--- config.mk ---
export PLATFORM = sky130hd
export DESIGN_NAME = serial_channel_clock_select
export DESIGN_NICKNAME = d
export VERILOG_FILES = /design/src/clk_sel_pkg.sv /design/src/clk_sel_if.sv /design/src/serial_channel_clock_select.sv /design/src/dir_clock_select.sv /design/src/rx_start_sampler.sv
export SDC_FILE = /design/constraint.sdc
export NUM_CORES = 1
export LEC_CHECK = 0
export ABC_AREA = 1
export ABC_CLOCK_PERIOD_IN_PS = 3700
export BUFFER_PORTS_ARGS = -buffer_cell sky130_fd_sc_hd__buf_2
export CORE_ASPECT_RATIO = 1.4
export CORE_MARGIN = 5
export CORE_UTILIZATION = 25
export DETAILED_ROUTE_END_ITERATION = 6
export GPL_TIMING_DRIVEN = 0
export SETUP_SLACK_MARGIN = 0.05
export SKIP_LAST_GASP = 1
export SLEW_MARGIN = 20
export SYNTH_ARGS = -nofsm -noshare
export SYNTH_HDL_FRONTEND = slang
export SYNTH_HIERARCHICAL = 1
export SYNTH_SLANG_ARGS = --single-unit
--- constraint.sdc ---
create_clock -name CORE_CLK -period 3.7 [get_ports CORE_CLK]
set_input_delay 0.37 -clock CORE_CLK [delete_from_list [all_inputs] [get_ports CORE_CLK]]
set_output_delay 0.37 -clock CORE_CLK [all_outputs]
set_load 0.01 [all_outputs]
--- src/clk_sel_pkg.sv ---
// Purpose: shared constants and rate lookup for the clock selectors
// Assumes: oscillator nominally 3.6864 MHz, sampled on the core clock
// Notes: divisors count oscillator edges per 16X tick
`default_nettype none
package clk_sel_pkg;
  // ====================================================
  // register map (byte addresses)
  localparam logic [7:0] OFS_CSR_A = 8'h00;
  localparam logic [7:0] OFS_CSR_B = 8'h04;
  localparam logic [7:0] OFS_AUX = 8'h08;
  localparam logic [7:0] OFS_CMD_A = 8'h0C;
  localparam logic [7:0] OFS_CMD_B = 8'h10;
  localparam logic [7:0] OFS_EXT_STAT = 8'h14;
  localparam logic [7:0] CSR_RESET = 8'h00;
  localparam logic [7:0] AUX_RESET = 8'h00;
  localparam logic [3:0] EXT_RESET = 4'h0;
  localparam int BANK_BIT = 7;
  // ====================================================
  // command bytes
  localparam logic [7:0] CMD_RX_EXT_SET = 8'h08;
  localparam logic [7:0] CMD_RX_EXT_CLR = 8'h09;
  localparam logic [7:0] CMD_TX_EXT_SET = 8'h0A;
  localparam logic [7:0] CMD_TX_EXT_CLR = 8'h0B;
  // ====================================================
  // nibble codes and receiver timing
  localparam logic [3:0] CODE_GEN_MAX = 4'hC;
  localparam logic [3:0] CODE_TIMER = 4'hD;
  localparam logic [3:0] CODE_PIN_1X = 4'hF;
  localparam logic [3:0] MID_TICKS = 4'h7;
  localparam logic [3:0] MID_LAST = MID_TICKS - 4'h1;
  localparam logic [3:0] TICK_LAST = 4'hF;
  localparam logic [3:0] FRAME_BITS = 4'hA;
  localparam logic [3:0] FRAME_LAST = FRAME_BITS - 4'h1;
  // synchroniser bit positions: osc, pins 2..5, rx lines
  localparam int SYN_OSC = 0;
  localparam int SYN_PIN2 = 1;
  localparam int SYN_PIN3 = 2;
  localparam int SYN_PIN4 = 3;
  localparam int SYN_PIN5 = 4;
  localparam int SYN_RXD_A = 5;
  localparam int SYN_RXD_B = 6;
  typedef logic [12:0] div_t;
  // oscillator edges per 16X tick; bank and extend swap columns
  function automatic div_t rate_divisor(input logic [3:0] code,
                                        input logic bank, input logic ext);
    logic swap;
    swap = bank ^ ext;
    case (code)
      4'h0: rate_divisor = swap ? 13'h0C00 : 13'h1200;
      4'h1: rate_divisor = 13'h082F;
      4'h2: rate_divisor = 13'h06B1;
      4'h3: rate_divisor = swap ? 13'h0600 : 13'h0480;
      4'h4: rate_divisor = ext ? 13'h0040 : 13'h0300;
      4'h5: rate_divisor = ext ? 13'h0010 : 13'h0180;
      4'h6: rate_divisor = ext ? 13'h0008 : 13'h00C0;
      4'h7: rate_divisor = ext ? 13'h0004 : (bank ? 13'h0073 : 13'h00DB);
      4'h8: rate_divisor = ext ? 13'h0002 : 13'h0060;
      4'h9: rate_divisor = 13'h0030;
      4'hA: rate_divisor = swap ? 13'h0080 : 13'h0020;
      4'hB: rate_divisor = 13'h0018;
      4'hC: rate_divisor = swap ? 13'h000C : 13'h0006;
      default: rate_divisor = 13'h0001;
    endcase
  endfunction
endpackage
`default_nettype wire

--- src/clk_sel_if.sv ---
// Purpose: selected clock of one direction
// Assumes: tick16 is a one-cycle enable pulse
// Notes: one_x marks an undivided pin clock
`timescale 1ns/1ps
`default_nettype none
interface clk_sel_if;
  logic tick16;
  logic one_x;
  modport src(output tick16, output one_x);
  modport snk(input tick16, input one_x);
endinterface
`default_nettype wire

--- src/serial_channel_clock_select.sv ---
// Purpose: two-channel transmitter/receiver clock selection
// Assumes: APB slave on CORE_CLK; OSC_IN is the oscillator pin
// Notes: tick outputs are 16X (or 1X) enables on CORE_CLK
//
// Functional notes
// - clock select byte: rx high, tx low
// - codes 0..12 pick generator rate
// - rate table per bank and extend
// - code 13 routes timer as 16X
// - code 14 pin 16X, 15 pin 1X
// - auxiliary bit 7 picks rate bank
// - each direction owns an extend bit
// - command 08/09 sets/clears rx extend
// - command 0A/0B sets/clears tx extend
// - generator ticks run at 16x rate
// - rates scale with oscillator frequency
// - 1X samples once, 16X oversamples start
// - midpoint after seven 16X ticks
// - then sample every sixteen ticks
// - after stop bit, hunt again
// - timer square wave feeds both channels
// - pin clocks come from pins 2..5
// - channel A: tx pin 3, rx pin 4
`timescale 1ns/1ps
`default_nettype none
module serial_channel_clock_select (
  input wire logic CORE_CLK,
  input wire logic RST_N,
  input wire logic CLK_EN,
  // ====================================================
  // APB
  input wire logic PSEL,
  input wire logic PENABLE,
  input wire logic PWRITE,
  input wire logic [7:0] PADDR,
  input wire logic [31:0] PWDATA,
  output logic [31:0] PRDATA,
  output logic PREADY,
  output logic PSLVERR,
  // ====================================================
  // clock sources
  input wire logic OSC_IN,
  input wire logic [3:0] INPUT_PINS,
  input wire logic TIMER_SQUARE,
  // ====================================================
  // serial lines and selected clocks
  input wire logic RXD_A,
  input wire logic RXD_B,
  output logic TX_A_TICK16,
  output logic TX_A_ONE_X,
  output logic TX_B_TICK16,
  output logic TX_B_ONE_X,
  output logic RX_A_MID,
  output logic RX_A_SAMPLE_STB,
  output logic RX_A_SAMPLE_BIT,
  output logic RX_A_DONE,
  output logic RX_B_MID,
  output logic RX_B_SAMPLE_STB,
  output logic RX_B_SAMPLE_BIT,
  output logic RX_B_DONE
);
  // ====================================================
  // declarations
  logic [6:0] sync1_q, sync2_q, prev_q;
  logic [6:0] rise;
  logic timer_prev_q;
  logic timer_tick;
  logic osc_tick;
  logic [7:0] csr_a_q, csr_a_d;
  logic [7:0] csr_b_q, csr_b_d;
  logic [7:0] aux_q, aux_d;
  logic [3:0] ext_q, ext_d;
  logic bank_q;
  logic [31:0] rdata_q, rdata_d;
  logic took_q;
  logic access, wr_en;
  logic hit_csr_a, hit_csr_b, hit_aux;
  logic hit_cmd_a, hit_cmd_b, hit_stat;
  logic addr_ok;
  logic [7:0] wbyte;
  logic [3:0] code_w [4];
  logic [3:0] pin_tick;
  clk_sel_if sel_if[4] ();

  // ====================================================
  // pin synchronisers and edge detect
  always_ff @(posedge CORE_CLK or negedge RST_N) begin
    if (!RST_N) begin
      // rx lines start at their idle high level, so no false start follows reset
      sync1_q <= 7'h60;
      sync2_q <= 7'h60;
      prev_q <= 7'h60;
      timer_prev_q <= 1'b0;
    end else if (CLK_EN) begin
      sync1_q <= {RXD_B, RXD_A, INPUT_PINS, OSC_IN};
      sync2_q <= sync1_q;
      prev_q <= sync2_q;
      timer_prev_q <= TIMER_SQUARE;
    end
  end

  assign rise = sync2_q & ~prev_q;
  // each oscillator rising edge advances the dividers
  assign osc_tick = rise[clk_sel_pkg::SYN_OSC];
  // the timer output is already on CORE_CLK
  assign timer_tick = TIMER_SQUARE && !timer_prev_q;

  // direction order: 0 rx A, 1 tx A, 2 rx B, 3 tx B
  assign pin_tick[0] = rise[clk_sel_pkg::SYN_PIN4];
  assign pin_tick[1] = rise[clk_sel_pkg::SYN_PIN3];
  assign pin_tick[2] = rise[clk_sel_pkg::SYN_PIN2];
  assign pin_tick[3] = rise[clk_sel_pkg::SYN_PIN5];

  // ====================================================
  // APB decode
  assign access = PSEL && PENABLE;
  assign wr_en = access && PWRITE && PREADY;
  assign wbyte = PWDATA[7:0];

  assign hit_csr_a = PADDR == clk_sel_pkg::OFS_CSR_A;
  assign hit_csr_b = PADDR == clk_sel_pkg::OFS_CSR_B;
  assign hit_aux = PADDR == clk_sel_pkg::OFS_AUX;
  assign hit_cmd_a = PADDR == clk_sel_pkg::OFS_CMD_A;
  assign hit_cmd_b = PADDR == clk_sel_pkg::OFS_CMD_B;
  assign hit_stat = PADDR == clk_sel_pkg::OFS_EXT_STAT;
  assign addr_ok = hit_csr_a || hit_csr_b || hit_aux ||
                   hit_cmd_a || hit_cmd_b || hit_stat;

  // ready once read data was captured during this transfer
  assign PREADY = CLK_EN && took_q;
  assign PSLVERR = access && PREADY && !addr_ok;
  assign PRDATA = rdata_q;

  // command registers read as zero
  assign rdata_d = hit_csr_a ? {24'h000000, csr_a_q} :
                   hit_csr_b ? {24'h000000, csr_b_q} :
                   hit_aux ? {24'h000000, aux_q} :
                   hit_stat ? {27'h0000000, bank_q, ext_q} :
                   32'h00000000;

  // ====================================================
  // register next values
  assign csr_a_d = (wr_en && hit_csr_a) ? wbyte : csr_a_q;
  assign csr_b_d = (wr_en && hit_csr_b) ? wbyte : csr_b_q;
  assign aux_d = (wr_en && hit_aux) ? wbyte : aux_q;
  assign bank_q = aux_q[clk_sel_pkg::BANK_BIT];

  // extend bits change only through command bytes
  always_comb begin
    ext_d = ext_q;
    if (wr_en && hit_cmd_a) begin
      case (wbyte)
        clk_sel_pkg::CMD_RX_EXT_SET: ext_d[0] = 1'b1;
        clk_sel_pkg::CMD_RX_EXT_CLR: ext_d[0] = 1'b0;
        clk_sel_pkg::CMD_TX_EXT_SET: ext_d[1] = 1'b1;
        clk_sel_pkg::CMD_TX_EXT_CLR: ext_d[1] = 1'b0;
        default: ext_d = ext_q;
      endcase
    end
    if (wr_en && hit_cmd_b) begin
      case (wbyte)
        clk_sel_pkg::CMD_RX_EXT_SET: ext_d[2] = 1'b1;
        clk_sel_pkg::CMD_RX_EXT_CLR: ext_d[2] = 1'b0;
        clk_sel_pkg::CMD_TX_EXT_SET: ext_d[3] = 1'b1;
        clk_sel_pkg::CMD_TX_EXT_CLR: ext_d[3] = 1'b0;
        default: ext_d = ext_q;
      endcase
    end
  end

  // ====================================================
  // registers
  always_ff @(posedge CORE_CLK or negedge RST_N) begin
    if (!RST_N) begin
      csr_a_q <= clk_sel_pkg::CSR_RESET;
      csr_b_q <= clk_sel_pkg::CSR_RESET;
      aux_q <= clk_sel_pkg::AUX_RESET;
      ext_q <= clk_sel_pkg::EXT_RESET;
    end else if (CLK_EN) begin
      csr_a_q <= csr_a_d;
      csr_b_q <= csr_b_d;
      aux_q <= aux_d;
      ext_q <= ext_d;
    end
  end

  always_ff @(posedge CORE_CLK or negedge RST_N) begin
    if (!RST_N) begin
      rdata_q <= 32'h00000000;
      took_q <= 1'b0;
    end else if (CLK_EN) begin
      rdata_q <= rdata_d;
      took_q <= PSEL;
    end
  end

  // ====================================================
  // per-direction selectors
  assign code_w[0] = csr_a_q[7:4];
  assign code_w[1] = csr_a_q[3:0];
  assign code_w[2] = csr_b_q[7:4];
  assign code_w[3] = csr_b_q[3:0];

  // separate dividers keep each direction independent
  for (genvar g = 0; g < 4; g++) begin : g_dir
    dir_clock_select u_sel (
      .clk(CORE_CLK),
      .rst_n(RST_N),
      .clk_en(CLK_EN),
      .code(code_w[g]),
      .bank(bank_q),
      .ext(ext_q[g]),
      .osc_tick(osc_tick),
      .timer_tick(timer_tick),
      .pin_tick(pin_tick[g]),
      .sel(sel_if[g])
    );
  end

  assign TX_A_TICK16 = sel_if[1].tick16;
  assign TX_A_ONE_X = sel_if[1].one_x;
  assign TX_B_TICK16 = sel_if[3].tick16;
  assign TX_B_ONE_X = sel_if[3].one_x;

  // ====================================================
  // receivers
  rx_start_sampler u_rx_a (
    .clk(CORE_CLK),
    .rst_n(RST_N),
    .clk_en(CLK_EN),
    .sel(sel_if[0]),
    .rx_line(sync2_q[clk_sel_pkg::SYN_RXD_A]),
    .mid_stb(RX_A_MID),
    .sample_stb(RX_A_SAMPLE_STB),
    .sample_bit(RX_A_SAMPLE_BIT),
    .done_stb(RX_A_DONE)
  );

  rx_start_sampler u_rx_b (
    .clk(CORE_CLK),
    .rst_n(RST_N),
    .clk_en(CLK_EN),
    .sel(sel_if[2]),
    .rx_line(sync2_q[clk_sel_pkg::SYN_RXD_B]),
    .mid_stb(RX_B_MID),
    .sample_stb(RX_B_SAMPLE_STB),
    .sample_bit(RX_B_SAMPLE_BIT),
    .done_stb(RX_B_DONE)
  );
endmodule
`default_nettype wire

--- src/dir_clock_select.sv ---
// Purpose: clock source selection for one transmitter or receiver
// Assumes: tick inputs are one-cycle pulses on clk
// Notes: counter restarts whenever the nibble changes
`timescale 1ns/1ps
`default_nettype none
module dir_clock_select (
  input wire logic clk,
  input wire logic rst_n,
  input wire logic clk_en,
  input wire logic [3:0] code,
  input wire logic bank,
  input wire logic ext,
  input wire logic osc_tick,
  input wire logic timer_tick,
  input wire logic pin_tick,
  clk_sel_if.src sel
);
  clk_sel_pkg::div_t div_w;
  logic [12:0] cnt_q, cnt_d;
  logic [3:0] code_q;
  logic tick_q, one_x_q;
  logic from_gen, gen_hit, src_tick, changed;

  assign div_w = clk_sel_pkg::rate_divisor(code, bank, ext);
  assign from_gen = code <= clk_sel_pkg::CODE_GEN_MAX;
  assign changed = code != code_q;
  assign gen_hit = osc_tick && (cnt_q >= div_w - 13'h1);
  assign src_tick = from_gen ? gen_hit :
                    (code == clk_sel_pkg::CODE_TIMER) ? timer_tick : pin_tick;
  assign cnt_d = (changed || gen_hit) ? 13'h0000 :
                 osc_tick ? cnt_q + 13'h1 : cnt_q;

  always_ff @(posedge clk or negedge rst_n) begin
    if (!rst_n) begin
      cnt_q <= 13'h0000;
      code_q <= 4'h0;
      tick_q <= 1'b0;
      one_x_q <= 1'b0;
    end else if (clk_en) begin
      cnt_q <= cnt_d;
      code_q <= code;
      tick_q <= src_tick && !changed;
      one_x_q <= code == clk_sel_pkg::CODE_PIN_1X;
    end
  end

  assign sel.tick16 = tick_q;
  assign sel.one_x = one_x_q;
endmodule
`default_nettype wire

--- src/rx_start_sampler.sv ---
// Purpose: start-bit alignment and bit sampling for one receiver
// Assumes: rx_line already synchronised to clk
// Notes: frame is eight data bits, parity and stop
`timescale 1ns/1ps
`default_nettype none
module rx_start_sampler (
  input wire logic clk,
  input wire logic rst_n,
  input wire logic clk_en,
  clk_sel_if.snk sel,
  input wire logic rx_line,
  output logic mid_stb,
  output logic sample_stb,
  output logic sample_bit,
  output logic done_stb
);
  typedef enum logic [1:0] {HUNT, ALIGN, FRAME} rx_state_t;
  rx_state_t state_q, state_d;
  logic [3:0] tick_cnt_q, tick_cnt_d, bit_cnt_q, bit_cnt_d;
  logic step, at_mid, at_bit, last_bit, mid_now;

  assign step = clk_en && sel.tick16;
  assign at_mid = (state_q == ALIGN) && (tick_cnt_q == clk_sel_pkg::MID_LAST);
  assign at_bit = (state_q == FRAME) &&
                  (sel.one_x || tick_cnt_q == clk_sel_pkg::TICK_LAST);
  assign last_bit = bit_cnt_q == clk_sel_pkg::FRAME_LAST;
  assign mid_now = !rx_line && (at_mid || (state_q == HUNT && sel.one_x));

  always_comb begin
    state_d = state_q;
    tick_cnt_d = tick_cnt_q + 4'h1;
    bit_cnt_d = bit_cnt_q;
    case (state_q)
      HUNT: begin
        tick_cnt_d = 4'h0;
        bit_cnt_d = 4'h0;
        if (!rx_line) begin
          state_d = sel.one_x ? FRAME : ALIGN;
        end
      end
      ALIGN: begin
        if (at_mid) begin
          tick_cnt_d = 4'h0;
          state_d = rx_line ? HUNT : FRAME;
        end
      end
      FRAME: begin
        if (at_bit) begin
          tick_cnt_d = 4'h0;
          bit_cnt_d = bit_cnt_q + 4'h1;
          if (last_bit) begin
            state_d = HUNT;
          end
        end
      end
      default: state_d = HUNT;
    endcase
  end

  always_ff @(posedge clk or negedge rst_n) begin
    if (!rst_n) begin
      state_q <= HUNT;
      tick_cnt_q <= 4'h0;
      bit_cnt_q <= 4'h0;
      mid_stb <= 1'b0;
      sample_stb <= 1'b0;
      sample_bit <= 1'b1;
      done_stb <= 1'b0;
    end else if (clk_en) begin
      mid_stb <= sel.tick16 && mid_now;
      sample_stb <= sel.tick16 && at_bit;
      done_stb <= sel.tick16 && at_bit && last_bit;
      if (sel.tick16) begin
        state_q <= state_d;
        tick_cnt_q <= tick_cnt_d;
        bit_cnt_q <= bit_cnt_d;
        if (at_bit) begin
          sample_bit <= rx_line;
        end
      end
    end
  end
endmodule
`default_nettype wire

After elaboration in Yosys (flattened, before gate mapping)

Index checks and enable logic that the tools add are counted.
Widths: inputs -> output; s select.

Register bits after elaboration: 185
Bits in latches: 0
Bits in writable memories: 0
Bits in read-only memories: 0
Input bits: 54
Output and inout bits: 46
Word-level logic and storage cells: 339
Memories: 0

Add/sub/neg operators: 12
Multipliers: 0
Divide/modulo/power cells: 0
Order comparisons: 8
Equality and inequality tests: 90
Shift-type cells: 0
Multiplexer cells: 92
Bitwise operators: 6
Reduce and logical (&&, ||, !) cells: 89

Operators by type and width:

| cell                  | number |
|---|---|
| $pmux 13 s13          | 4 |
| $mux 13               | 14 |
| $eq 4x4->1 const B    | 32 |
| $mux 8                | 14 |
| $mux 10               | 8 |
| $eq 4x3->1 const B    | 18 |
| $add 13x1->13 const B | 4 |
| $ge 13x13->1          | 4 |
| $sub 13x1->13 const B | 4 |
| $eq 8x4->1 const B    | 6 |
| $mux 4                | 11 |
| $mux 9                | 4 |
| $logic_and 1x1->1     | 34 |
| $eq 4x2->1 const B    | 8 |
| $mux 2                | 14 |
| $mux 7                | 4 |
| $pmux 4 s3            | 2 |
| $reduce_and 2->1      | 12 |
| $add 4x1->4 const B   | 4 |
| $eq 4x1->1 const B    | 4 |
| $eq 8x5->1 const B    | 2 |
| $le 4x4->1 const B    | 4 |
| $logic_not 4->1       | 4 |
| $ne 4x4->1            | 4 |
| 25 further kinds      | 78 |

Logic depth before layout (Yosys ltp)

Gate-level depths: netlist (run 1).

Depth in word-level cells: 9
Gate-level depth with buffers: 25
Depth with buffers taken out: 24

Cells and area by module

The synthesis (run 1) kept the hierarchy.

By module, submodules not included:

| module                                | instances | cells each | area each (um^2) | seq. area each (um^2) |
|---|---|---|---|---|
| dir_clock_select (g_dir[0].u_sel ...) | 3         | 326        | 2189.6           | 475.5 |
| serial_channel_clock_select           | 1         | 348        | 3030.4           | 1431.4 |
| dir_clock_select (g_dir[1].u_sel)     | 1         | 341        | 2194.6           | 475.5 |
| rx_start_sampler                      | 2         | 100        | 805.8            | 351.6 |

Least setup slack after synthesis (run 1)

No wires, ideal clock.

Path type: register -> register
From: register ext_q[1]
To: register g_dir[1].u_sel.cnt_q[0]
Setup time: 65 ps
Arrival time: 3043 ps
Required time: 3635 ps
Slack: 592 ps
Stages on the path, launching flop included: 21
Path buffers: 2
Period minus slack after synthesis: 3108 ps
Cells stage by stage: dfrtp_1 > inv_1 > ha_1 > buf_2 > o21ai_1 > nor2_2 > ha_1 > nand4_1 > nor2_4 > nand2_2 > o21ai_0 > nand2_1 > ha_1 > a21oi_1 > o21ai_0 > a21oi_1 > nand2_1 > nand2_1 > buf_2 > nand4_1 > nand2_1

Longest elaborated chain between the ends: 9
Elaborated cells between the ends (all ways): 18
Classes of those cells: add/sub (1); order compare (1); mux (11); bitwise (1); reduce/logical (4)

Ends and longest elaborated chain:

| item                                 | line                               | source |
|---|---|---|
| start, declared                      | serial_channel_clock_select.sv:72  | `logic [3:0] ext_q, ext_d;` |
| start signal, assigned               | serial_channel_clock_select.sv:178 | `ext_q <= clk_sel_pkg::EXT_RESET;` |
| start signal, assigned               | serial_channel_clock_select.sv:183 | `ext_q <= ext_d;` |
| $xor 1x1->1                          | clk_sel_pkg.sv:47                  | `swap = bank ^ ext;` |
| $mux 4, or another cell as far along | clk_sel_pkg.sv:61                  | `4'hC: rate_divisor = swap ? 13'h000C : 13'h0006;` |
| $pmux 13 s13 (*)                     | clk_sel_pkg.sv:48                  | `case (code)` |
| $sub 13x1->13 (*)                    | dir_clock_select.sv:27             | `assign gen_hit = osc_tick && (cnt_q >= div_w - 13'h1);` |
| $ge 13x13->1 (*)                     | dir_clock_select.sv:27             |  |
| $logic_and 1x1->1 (*)                | dir_clock_select.sv:27             |  |
| $logic_or 1x1->1 (*)                 | dir_clock_select.sv:30             | `assign cnt_d = (changed \|\| gen_hit) ? 13'h0000 :` |
| $reduce_bool 2->1 (no line)          | --                                 |  |
| $reduce_and 2->1 (no line)           | --                                 |  |
| end signal, assigned                 | dir_clock_select.sv:40             | `cnt_q <= cnt_d;` |
| end, declared                        | dir_clock_select.sv:19             | `logic [12:0] cnt_q, cnt_d;` |

Every way passes the cells marked *; elsewhere a longest branch is shown, timed or not.
A chain may end at the register's enable or synchronous reset.

Worst setup path after layout (run 1)

From: register aux_q[7]
To: register g_dir[1].u_sel.cnt_q[4]

Longest elaborated chain between the ends: 9
Elaborated cells between the ends (all ways): 15
Classes of those cells: add/sub (1); order compare (1); mux (8); bitwise (1); reduce/logical (4)

Ends and longest elaborated chain:

| item                                  | line                                 | source |
|---|---|---|
| start, declared                       | serial_channel_clock_select.sv:71    | `logic [7:0] aux_q, aux_d;` |
| start signal, assigned                | serial_channel_clock_select.sv:177   | `aux_q <= clk_sel_pkg::AUX_RESET;` |
| start signal, assigned                | serial_channel_clock_select.sv:182   | `aux_q <= aux_d;` |
| $xor 1x1->1 or $mux 8 (tied branches) | clk_sel_pkg.sv:47, clk_sel_pkg.sv:56 |  |
| $mux 4, or another cell as far along  | clk_sel_pkg.sv:61                    |  |
| $pmux 13 s13 (*)                      | clk_sel_pkg.sv:48                    |  |
| $sub 13x1->13 (*)                     | dir_clock_select.sv:27               |  |
| $ge 13x13->1 (*)                      | dir_clock_select.sv:27               |  |
| $logic_and 1x1->1 (*)                 | dir_clock_select.sv:27               |  |
| $logic_or 1x1->1 (*)                  | dir_clock_select.sv:30               |  |
| $reduce_bool 2->1 (no line)           | --                                   |  |
| $reduce_and 2->1 (no line)            | --                                   |  |

Marks and branches as above.

==> flow_metrics.tcl, run 1 <==
set metrics [dict create \
    final_nets 2115 \
    placementRows 100 \
    critical_path.cell_chain "inv_1 -> ha_1 -> buf_6 -> o21ai_1 -> nor2_2 -> ha_2 -> nand4_1 -> nor2_4 -> nand2_4 -> nor2_4 -> nand3_2 -> nand2_1 -> ha_1 -> nand2_1 -> inv_1 -> nor2_1 -> o21ai_0 -> a21oi_1 -> nand2_1 -> nand2_2 -> buf_4 -> nand4_1 -> nand2_1" \
    crit_top_cell "nand2_1" \
    setup.worst_path.end_class "flip-flop" \
    worstHoldPathType "primary input to flip-flop" \
    place_congestion 0.872 \
    setup_viol 0 \
    r2r_cells 23 \
    clock_skew_ps 9.70 \
    synthCells 1867 \
    crit_arrival_ps 3700 \
    swShare_pct 30.0 \
    htreeDepth 4 \
    leakage_nw 8.58 \
    ys_ff_latch 161 \
    final_max_slew_viol_count 0 \
    dp_hpwl_mm 26.4 \
    critical_path_class "flip-flop to flip-flop" \
    firstDrtPassIters 5 \
    clock_sinks 161 \
    dieArea_um2 58400 \
    fin_crit_ps 3310 \
    yosysMostFrequentCell "nand2_1" \
    via_count 12000 \
    grt_pass1_wl_mm 56.3 \
    dpl_worst_slack_ps -197 \
    insertion_delay_ps 450 \
    coreArea_um2 53200 \
    viasPerCell 4.41 \
    synth_cell_types 45 \
    syn_avg_cell_area_um2 7.18 \
    ys.flop_type "dfrtp_1" \
    cts_inserted_buffers 17 \
    grt_max_degree 86 \
    fin_util_pct 29.3 \
    port-buffer-count 51 \
    yosys-top-cells-area "dfrtp_1 (29%), nand2_1 (16%), ha_1 (7.1%), inv_1 (5.7%), nand3_1 (4.6%)" \
    area_growth_pct 16.3 \
    critPathBufInv 4 \
    status "finished, final reports clean" \
    crit_required_ps 4090 \
    fin_crit_sh_pct 89.5 \
    gr-usage-all-layers_pct 11.7 \
    slew_headroom_pct 45.6 \
    path_clk_slew_ps 70 \
    antenna_found_initial 4 \
    async_reset_ff_share_pct 100 \
    ys_seq_area_share_pct 30.1 \
    die_height_um 284 \
    pwr-share-seq_pct 44.8 \
    yosysWarnings 6 \
    power_density_nw_per_um2 291 \
    drtIter0Drc 558 \
    synth_top_area_cell "dfrtp_1" \
    worstHoldPathCells 3 \
    p_int_mw 3.17 \
    drt-wirelength-per-cell_um 12.6 \
    crit_fanout 9 \
    switching_power_mw 1.36 \
    io_pins 100 \
    grt.overflow.total 0 \
    crit_family "simple AND/OR/NAND/NOR gates" \
    synth_edf_count 0 \
    initial_utilization_pct 25.2 \
    holdWs_ps 124 \
    drt_wl_total_mm 34.2 \
    cp_num_cells 23 \
    hold_viol_final 0 \
    max_stage_delay_ps 520 \
    synth_top_area_share_pct 28.9 \
    max_cap_violations 0 \
    clkPwrFrac_pct 40.2 \
    drive_gt1_share_pct 20.7 \
    drcViolationCount 0 \
    ir_drop_mv 0.309 \
    start_kind "flip-flop" \
    detail-route-antenna-nets 0 \
    fmax_ghz 0.302 \
    crit_slowest_cell "dfrtp_2" \
    rsz0062_at_grt "no" \
    combPwrFrac_pct 14.9 \
    clock_path_buffers 2 \
    synth_commonest_cells "nand2_1 (572), inv_1 (204), dfrtp_1 (155)" \
    cts_tree "built" \
    syn_area_um2 13400 \
    worst_pin_slew_ps 815 \
    die_w_um 206 \
    setup_slack_ps 387 \
    grt_pass1_vias 11500 \
    cts_root_buffer "clkbuf_16" \
    diodes 0 \
]
-- power by group through the flow --
| stage | Combinational [mW] | Clock (mW) | Sequential (mW) |
|---|---|---|---|
| CTS | 0.681 | 1.88 | 2.03 |
| detailed placement | 0.673 | 0 | 2.06 |
| global route | 0.789 | 1.94 | 2.05 |
| finish | 0.676 | 1.82 | 2.03 |
| floorplan | 0.482 | 0 | 2.01 |
| global placement | 0.659 | 0 | 2.06 |
-- placed cells by master, fill, tap and decap left out, types with 5 or more instances in the layout --
| cell | n |
|---|---|
| nand2_1 | 568 |
| inv_1 | 198 |
| dfrtp_1 | 150 |
| nor2_1 | 123 |
| nand3_1 | 121 |
| nand4_1 | 72 |
| ha_1 | 72 |
| xor2_1 | 67 |
| buf_2 | 58 |
| nand2_2 | 53 |
| buf_4 | 51 |
| o21ai_0 | 49 |
| a21oi_1 | 42 |
| nand3_2 | 34 |
| nor3_1 | 34 |
| nor2_2 | 33 |
| inv_2 | 30 |
| o21ai_2 | 24 |
| conb_1 | 24 |
| buf_6 | 21 |
| nor2_4 | 21 |
| clkbuf_16 | 17 |
| clkbuf_1 | 12 |
| xnor2_1 | 10 |
| nand2_4 | 8 |
| nor2_8 | 7 |
| nand3b_1 | 7 |
| o31ai_1 | 7 |
| clkinvlp_4 | 6 |
| o21ai_1 | 6 |
| dfstp_2 | 6 |
| o211ai_1 | 5 |
| dfrtp_2 | 5 |
-- per-layer routing --
layer	GRT usage, %	share of wire, %
met4	5.31	3.3
met3	1.90	4.2
met2	20.2	49
met5	0	0.11
met1	14.3	43
-- flip-flops by register name (all words and copies together), names as in the netlist, 2 cells and up --
signal	count
prev_q	5
PRDATA	8
sync2_q	7
u_rx_b/bit_cnt_q	4
csr_b_q	8
aux_q	8
g_dir.u_sel/code_q	16
g_dir.u_sel/sel.tick16	4
g_dir.u_sel/cnt_q	52
u_rx_b/state_q	2
csr_a_q	8
u_rx_a/tick_cnt_q	4
u_rx_a/bit_cnt_q	4
u_rx_a/state_q	2
g_dir.u_sel/sel.one_x	4
u_rx_b/tick_cnt_q	4
ext_q	4
sync1_q	7
-- logic make-up (layout without fill, tap and decap cells) --
logic type	Yosys count	in the layout	synth area share, %
buffers and inverters	303	411	10.3
xor gates and xnor gates	77	77	5.03
AOI/OAI and AO/OA	151	151	6.96
adders and majority gates	76	76	7.09
DFF	161	161	30.1
and+or+nand+nor	1098	1098	40.5
other	1	24	0.0280
-- stage by stage --
step,std cells,TNS (ps),instance area [um2],power [mW]
after floorplan,1890,0,13500,2.49
after global placement,2655,-83130,14600,2.72
after detailed placement,2656,-4600,14700,2.74
after CTS,2693,0,15300,4.59
after global routing,2712,0,15600,4.78
final,2712,0,15600,4.53
-- worst paths after layout --
kind | start | endpoint | slack, ps
setup / recovery | aux_q[7] | g_dir[1].u_sel/cnt_q[4] | 390
hold / removal | RXD_B | sync1_q[6] | 120
setup reg to reg | aux_q[7] | g_dir[1].u_sel/cnt_q[4] | 390
hold reg to reg | sync1_q[5] | sync1_q[5] | 470
max in group asynchronous | RST_N | sync1_q[5] | 2320
min in group asynchronous | RST_N | u_rx_b/bit_cnt_q[0] | 510
-- layout make-up --
type / instances / area [um2]
clock buffers: 22 / 474
clock inverters: 10 / 126
repair buffers: 76 / 479
plain buffers: 67 / 520
fillers: 5820 / 37600
flip-flops and latches: 161 / 4040
well taps: 714 / 893
multi-input cells: 1426 / 8150
inverters: 236 / 900
-- tightest hold or removal path, delay by kind of cell --
kind	cells	cell delay (ps)
buffers and inverters	1	100
AND/OR/NAND/NOR	2	100
-- timing repair --
action / CTS / global route
endpoints found under the hold margin: 71 / 0
gates cloned: 0 / 2
hold buffers: 1 / 0
pin swaps: 0 / 11
gates resized for setup: 9 / 36
endpoints found under the setup margin: 48 / 56
setup buffers: 4 / 17
No activity file was read; power rests on OpenSTA's default activity.
==> run 2, diff against run 1 <==
--- a/config.mk
+++ b/config.mk
@@ -6,7 +6,7 @@
 export NUM_CORES = 1
 export LEC_CHECK = 0
 export ABC_AREA = 1
-export ABC_CLOCK_PERIOD_IN_PS = 3700
+export ABC_CLOCK_PERIOD_IN_PS = 4100
 export BUFFER_PORTS_ARGS = -buffer_cell sky130_fd_sc_hd__buf_2
 export CORE_ASPECT_RATIO = 1.4
 export CORE_MARGIN = 5
==> constraint.sdc (replaced) <==
create_clock -name CORE_CLK -period 4.1 [get_ports CORE_CLK]
set_input_delay 0.41 -clock CORE_CLK [delete_from_list [all_inputs] [get_ports CORE_CLK]]
set_output_delay 0.41 -clock CORE_CLK [all_outputs]
set_load 0.01 [all_outputs]
==> flow_metrics.tcl, run 2 (synthesis gave the netlist of run 1 again) <==
set metrics [dict create \
    regMostFlops "g_dir.u_sel/cnt_q" \
    hold_viol_final 0 \
    clock_path_buffers 2 \
    largest_registers "g_dir.u_sel/cnt_q (52), g_dir.u_sel/code_q (16)" \
    worstHoldPathType "primary input to flip-flop" \
    grt_pass1_vias 11500 \
    start_kind "flip-flop" \
    crit_slowest_cell "dfrtp_2" \
    final_common_cell "nand2_1" \
    fmax_ghz 0.275 \
    setup_slack_ps 469 \
    path_clk_slew_ps 70 \
    detail-route-antenna-nets 0 \
    viasPerCell 4.43 \
    largest_reg_flops 52 \
    fin_crit_ps 3630 \
    setup_viol 0 \
    area_growth_pct 14.4 \
    max_stage_delay_ps 550 \
    leakage_nw 8.46 \
    crit_fanout 11 \
    final_nets 2094 \
    fin_util_pct 28.8 \
    power_density_nw_per_um2 267 \
    placementRows 100 \
    antenna_found_initial 4 \
    firstDrtPassIters 5 \
    fin_crit_sh_pct 88.6 \
    placed_area_um2 14700 \
    dp_hpwl_mm 26.4 \
    drtIter0Drc 536 \
    coreArea_um2 53200 \
    slew_headroom_pct 51.2 \
    drt-wirelength-per-cell_um 12.6 \
    final_max_slew_viol_count 0 \
    via_count 11900 \
    final_cell_area_um2 15300 \
    drive_gt1_share_pct 19.1 \
    clock_skew_ps 14.5 \
    initial_utilization_pct 25.2 \
    io_pins 100 \
    ir_drop_mv 0.279 \
    place_congestion 0.872 \
    rsz0062_at_grt "no" \
    grt.overflow.total 0 \
    dieArea_um2 58400 \
    critical_path.cell_chain "inv_1 -> ha_1 -> buf_2 -> o21ai_1 -> nor2_2 -> ha_1 -> nand4_1 -> nor2_4 -> nand2_2 -> o21ai_0 -> nand2_1 -> ha_1 -> a21oi_1 -> o21ai_0 -> a21oi_1 -> nand2_1 -> nand2_1 -> clkbuf_4 -> nand4_1 -> nand2_1" \
    drt_wl_total_mm 33.8 \
    grt_max_degree 86 \
    diodes 0 \
    clock_sinks 161 \
    layout_common_cells "nand2_1 (572), inv_1 (204), dfrtp_1 (150)" \
    cts_root_buffer "clkbuf_16" \
    gr-usage-all-layers_pct 11.7 \
    finalPower_mw 4.09 \
    setup.worst_path.end_class "flip-flop" \
    die_height_um 284 \
    crit_required_ps 4490 \
    htreeDepth 4 \
    grt_pass1_wl_mm 56.1 \
    status "finished, final reports clean" \
    cts_tree "built" \
    crit_top_cell "nand2_1" \
    worst_pin_slew_ps 732 \
    critical_path_class "flip-flop to flip-flop" \
    cts_inserted_buffers 17 \
    insertion_delay_ps 450 \
    worstHoldPathCells 3 \
    max_cap_violations 0 \
    crit_arrival_ps 4020 \
    die_w_um 206 \
    dpl_worst_slack_ps 203 \
    port-buffer-count 51 \
    drcViolationCount 0 \
    r2r_cells 20 \
]
[run 2: changes by cell type in the layout (fill, tap and decap cells not counted), sizes merged]
cell	change
clkbuf	+1
inv	+3
clkinvlp	-3
buf	-22
[run 2: path summary, 6_finish.rpt]
| check | startpoint | endpoint | slack [ps] |
|---|---|---|---|
| setup / recovery | aux_q[7] | g_dir[1].u_sel/cnt_q[11] | 470 |
| hold / removal | RXD_B | sync1_q[6] | 160 |
| setup reg to reg | aux_q[7] | g_dir[1].u_sel/cnt_q[11] | 470 |
| hold reg to reg | sync1_q[5] | sync1_q[5] | 470 |
| max in group asynchronous | RST_N | sync1_q[5] | 2680 |
| min in group asynchronous | RST_N | u_rx_b/bit_cnt_q[0] | 550 |
[run 2: worst max-delay path: cells and delay by family (launching register included)]
| family | cells | cell delay (ps) |
|---|---|---|
| flip-flops | 1 | 550 |
| adder cells (fa/ha/maj) | 3 | 810 |
| AO/OA/AOI/OAI | 5 | 640 |
| buffers and inverters | 3 | 500 |
| AND/OR/NAND/NOR | 9 | 1060 |
[run 2: metrics by stage]
stage	cells	hold slack [ps]	setup TNS [ps]
3_5_place_dp	2656	455	0
2_1_floorplan	1890	114	0
3_3_place_gp	2655	451	-23460
4_1_cts	2689	139	0
6_report	2691	158	0
5_1_grt	2691	142	0
[run 2: report_power, final]
part / internal (mW) / switching, mW
logic: 0.217 / 0.388
registers: 1.69 / 0.142
clock network: 0.952 / 0.696
total: 2.86 / 1.23
[run 2: timing repair]
action / in CTS / in global routing
setup endpoints to repair: 0 / 48
setup buffers: 0 / 2
gates resized for setup: 0 / 8
hold endpoints to repair: 70 / 0
hold buffers: 1 / 0
[run 2: routing by layer]
| metal | vias to the layer above | GRT usage, % | wire length, um | part of all wire, % |
|---|---|---|---|---|
| met1 | 5433 | 14.2 | 14700 | 44 |
| met5 | - | 0 | 39 | 0.12 |
| met2 | 236 | 20.0 | 16400 | 49 |
| met3 | 80 | 2.16 | 1510 | 4.5 |
| met4 | 6 | 5.04 | 1150 | 3.4 |
| li1 | 6164 | - | - | - |
[run 2: layout make-up]
cell class	instances	area (um2)
Multi-Input combinational cell	1426	8100
Buffer	67	492
Tap cell	714	893
Inverter	236	888
Sequential cell	161	4040
Clock buffer	22	474
Clock inverter	10	126
Fill cell	5835	37800
Timing Repair Buffer	55	318
==> run 3, diff against run 2 <==
--- a/config.mk
+++ b/config.mk
@@ -6,7 +6,7 @@
 export NUM_CORES = 1
 export LEC_CHECK = 0
 export ABC_AREA = 1
-export ABC_CLOCK_PERIOD_IN_PS = 4100
+export ABC_CLOCK_PERIOD_IN_PS = 3680
 export BUFFER_PORTS_ARGS = -buffer_cell sky130_fd_sc_hd__buf_2
 export CORE_ASPECT_RATIO = 1.4
 export CORE_MARGIN = 5
==> constraint.sdc (replaced) <==
create_clock -name CORE_CLK -period 3.68 [get_ports CORE_CLK]
set_input_delay 0.368 -clock CORE_CLK [delete_from_list [all_inputs] [get_ports CORE_CLK]]
set_output_delay 0.368 -clock CORE_CLK [all_outputs]
set_load 0.01 [all_outputs]
==> flow_metrics.tcl, run 3 (synthesis gave the netlist of run 1 again) <==
set metrics [dict create \
    status "finished, final reports clean" \
    max_cap_violations 0 \
    dp_hpwl_mm 26.4 \
    crit_required_ps 4020 \
    r2r_cells 23 \
    grt_pass1_vias 11500 \
    cts_tree "built" \
    holdWs_ps 120 \
    clock_path_buffers 2 \
    diodes 0 \
    ir_drop_mv 0.311 \
    critPathCapture "g_dir[0].u_sel/cnt_q[11]" \
    r2r-start "ext_q[0]" \
    hold_viol_final 0 \
    crit_arrival_ps 3650 \
    grt.overflow.total 0 \
    viasPerCell 4.42 \
    slew_headroom_pct 37.9 \
    initial_utilization_pct 25.2 \
    largest_reg_flops 52 \
    grt_max_degree 86 \
    drcViolationCount 0 \
    drt-wirelength-per-cell_um 12.7 \
    critical_path_class "flip-flop to flip-flop" \
    place_congestion 0.872 \
    worstHoldPathType "primary input to flip-flop" \
    setup_viol 0 \
    htreeDepth 4 \
    final_cell_area_um2 15600 \
    drtIter0Drc 540 \
    fin_crit_ps 3310 \
    io_pins 100 \
    crit_fanout 6 \
    final_nets 2118 \
    path_clk_slew_ps 70 \
    dieArea_um2 58400 \
    final_common_cell "nand2_1" \
    worst_pin_slew_ps 931 \
    placementRows 100 \
    r2r_slack_ps 370 \
    drive_gt1_share_pct 21.0 \
    fin_crit_sh_pct 89.9 \
    via_count 12000 \
    coreArea_um2 53200 \
    largest_registers "g_dir.u_sel/cnt_q (52), g_dir.u_sel/code_q (16)" \
    fmax_ghz 0.302 \
    multiInputGateArea_um2 8170 \
    final_max_slew_viol_count 0 \
    drt_wl_total_mm 34.5 \
    cp-startpoint "ext_q[0]" \
    port-buffer-count 51 \
    grt_pass1_wl_mm 56.4 \
    clock_skew_ps 9.00 \
    layout.area.seq_um2 4040 \
    setup.worst_path.end_class "flip-flop" \
    antenna_found_initial 4 \
    die_height_um 284 \
    power_density_nw_per_um2 292 \
    start_kind "flip-flop" \
    clock_sinks 161 \
    num-fill-cells 5812 \
    gr-usage-all-layers_pct 11.8 \
    placed_area_um2 14700 \
    leakage_nw 8.62 \
    firstDrtPassIters 7 \
    cts_inserted_buffers 17 \
    rsz0062_at_grt "no" \
    die_w_um 206 \
    area_growth_pct 16.7 \
    detail-route-antenna-nets 0 \
    layout_common_cells "nand2_1 (567), inv_1 (198), dfrtp_1 (150)" \
    reg2reg_to "g_dir[0].u_sel/cnt_q[11]" \
    regMostFlops "g_dir.u_sel/cnt_q" \
    cts_root_buffer "clkbuf_16" \
    insertion_delay_ps 450 \
]
[run 3: cell types whose count changed in the layout (fill, tap and decap cells not counted), sizes merged]
cell	delta
buf	+25
clkbuf	-1
clkinvlp	+3
inv	-3
[run 3: how the worst min path moves through the flow]
stage	start	end	slack [ps]	cells after the start
2_1_floorplan	RST_N	PRDATA[0]	70	0
6_report	RXD_B	sync1_q[6]	120	3
5_1_grt	RXD_B	sync1_q[6]	100	3
3_3_place_gp	sync1_q[5]	sync2_q[5]	450	2
4_1_cts	INPUT_PINS[0]	sync1_q[1]	100	3
3_5_place_dp	RST_N	u_rx_b/bit_cnt_q[0]	420	1
[run 3: final cells by class]
cell class	count	area share [%]
Clock inverter	10	0.808
Buffer	67	3.33
Tap cell	714	5.71
Clock buffer	22	3.03
Inverter	236	5.75
Timing Repair Buffer	79	3.26
Multi-Input combinational cell	1426	52.3
Sequential cell	161	25.9
[run 3: layer usage]
layer / track usage (%) / wire length [um]
met4: 5.31 / 1140
met5: 0 / 39
met3: 1.90 / 1430
met2: 20.2 / 16900
met1: 14.3 / 15000
[run 3: metrics by stage]
step                      worst slack, ps  TNS [ps]  std cells  power, mW  util, %
final                                 371         0       2715       4.56     29.4
after global routing                 36.0         0       2715       4.81     29.4
after CTS                            72.9         0       2694       4.62     28.9
after detailed placement             -217     -5490       2656       2.75     27.6
after global placement               -560    -86770       2655       2.74     27.5
after floorplan                       572         0       1890       2.51        -
[run 3: repair_timing]
action / in CTS / in global routing
setup endpoints to repair: 50 / 56
cloned: 0 / 4
hold buffers: 1 / 0
pin swaps: 0 / 11
gates resized for setup: 10 / 46
endpoints found under the hold margin: 71 / 0
buffers inserted: 5 / 17
[run 3: power breakdown]
group | switching (mW) | internal, mW
Sequential | 0.158 | 1.89
Combinational | 0.438 | 0.245
Clock | 0.775 | 1.06
[run 3: critical path: stages, from the launching register on]
cell and delay (ps):
dfrtp_2 450, clkinvlp_4 160, ha_4 310, inv_1 70, nand3_1 80, nand2_1 60, nor2_2 150, ha_1 160
inv_1 60, nor2_2 110, nand2_2 100, nor2_8 140, nand3_2 80, nand2_1 70, inv_1 40, ha_1 280
nand2_1 90, nor3_1 190, nand2_1 80, nand2_1 70, nand2_2 100, buf_4 230, nand4_1 70, nand2_1 50
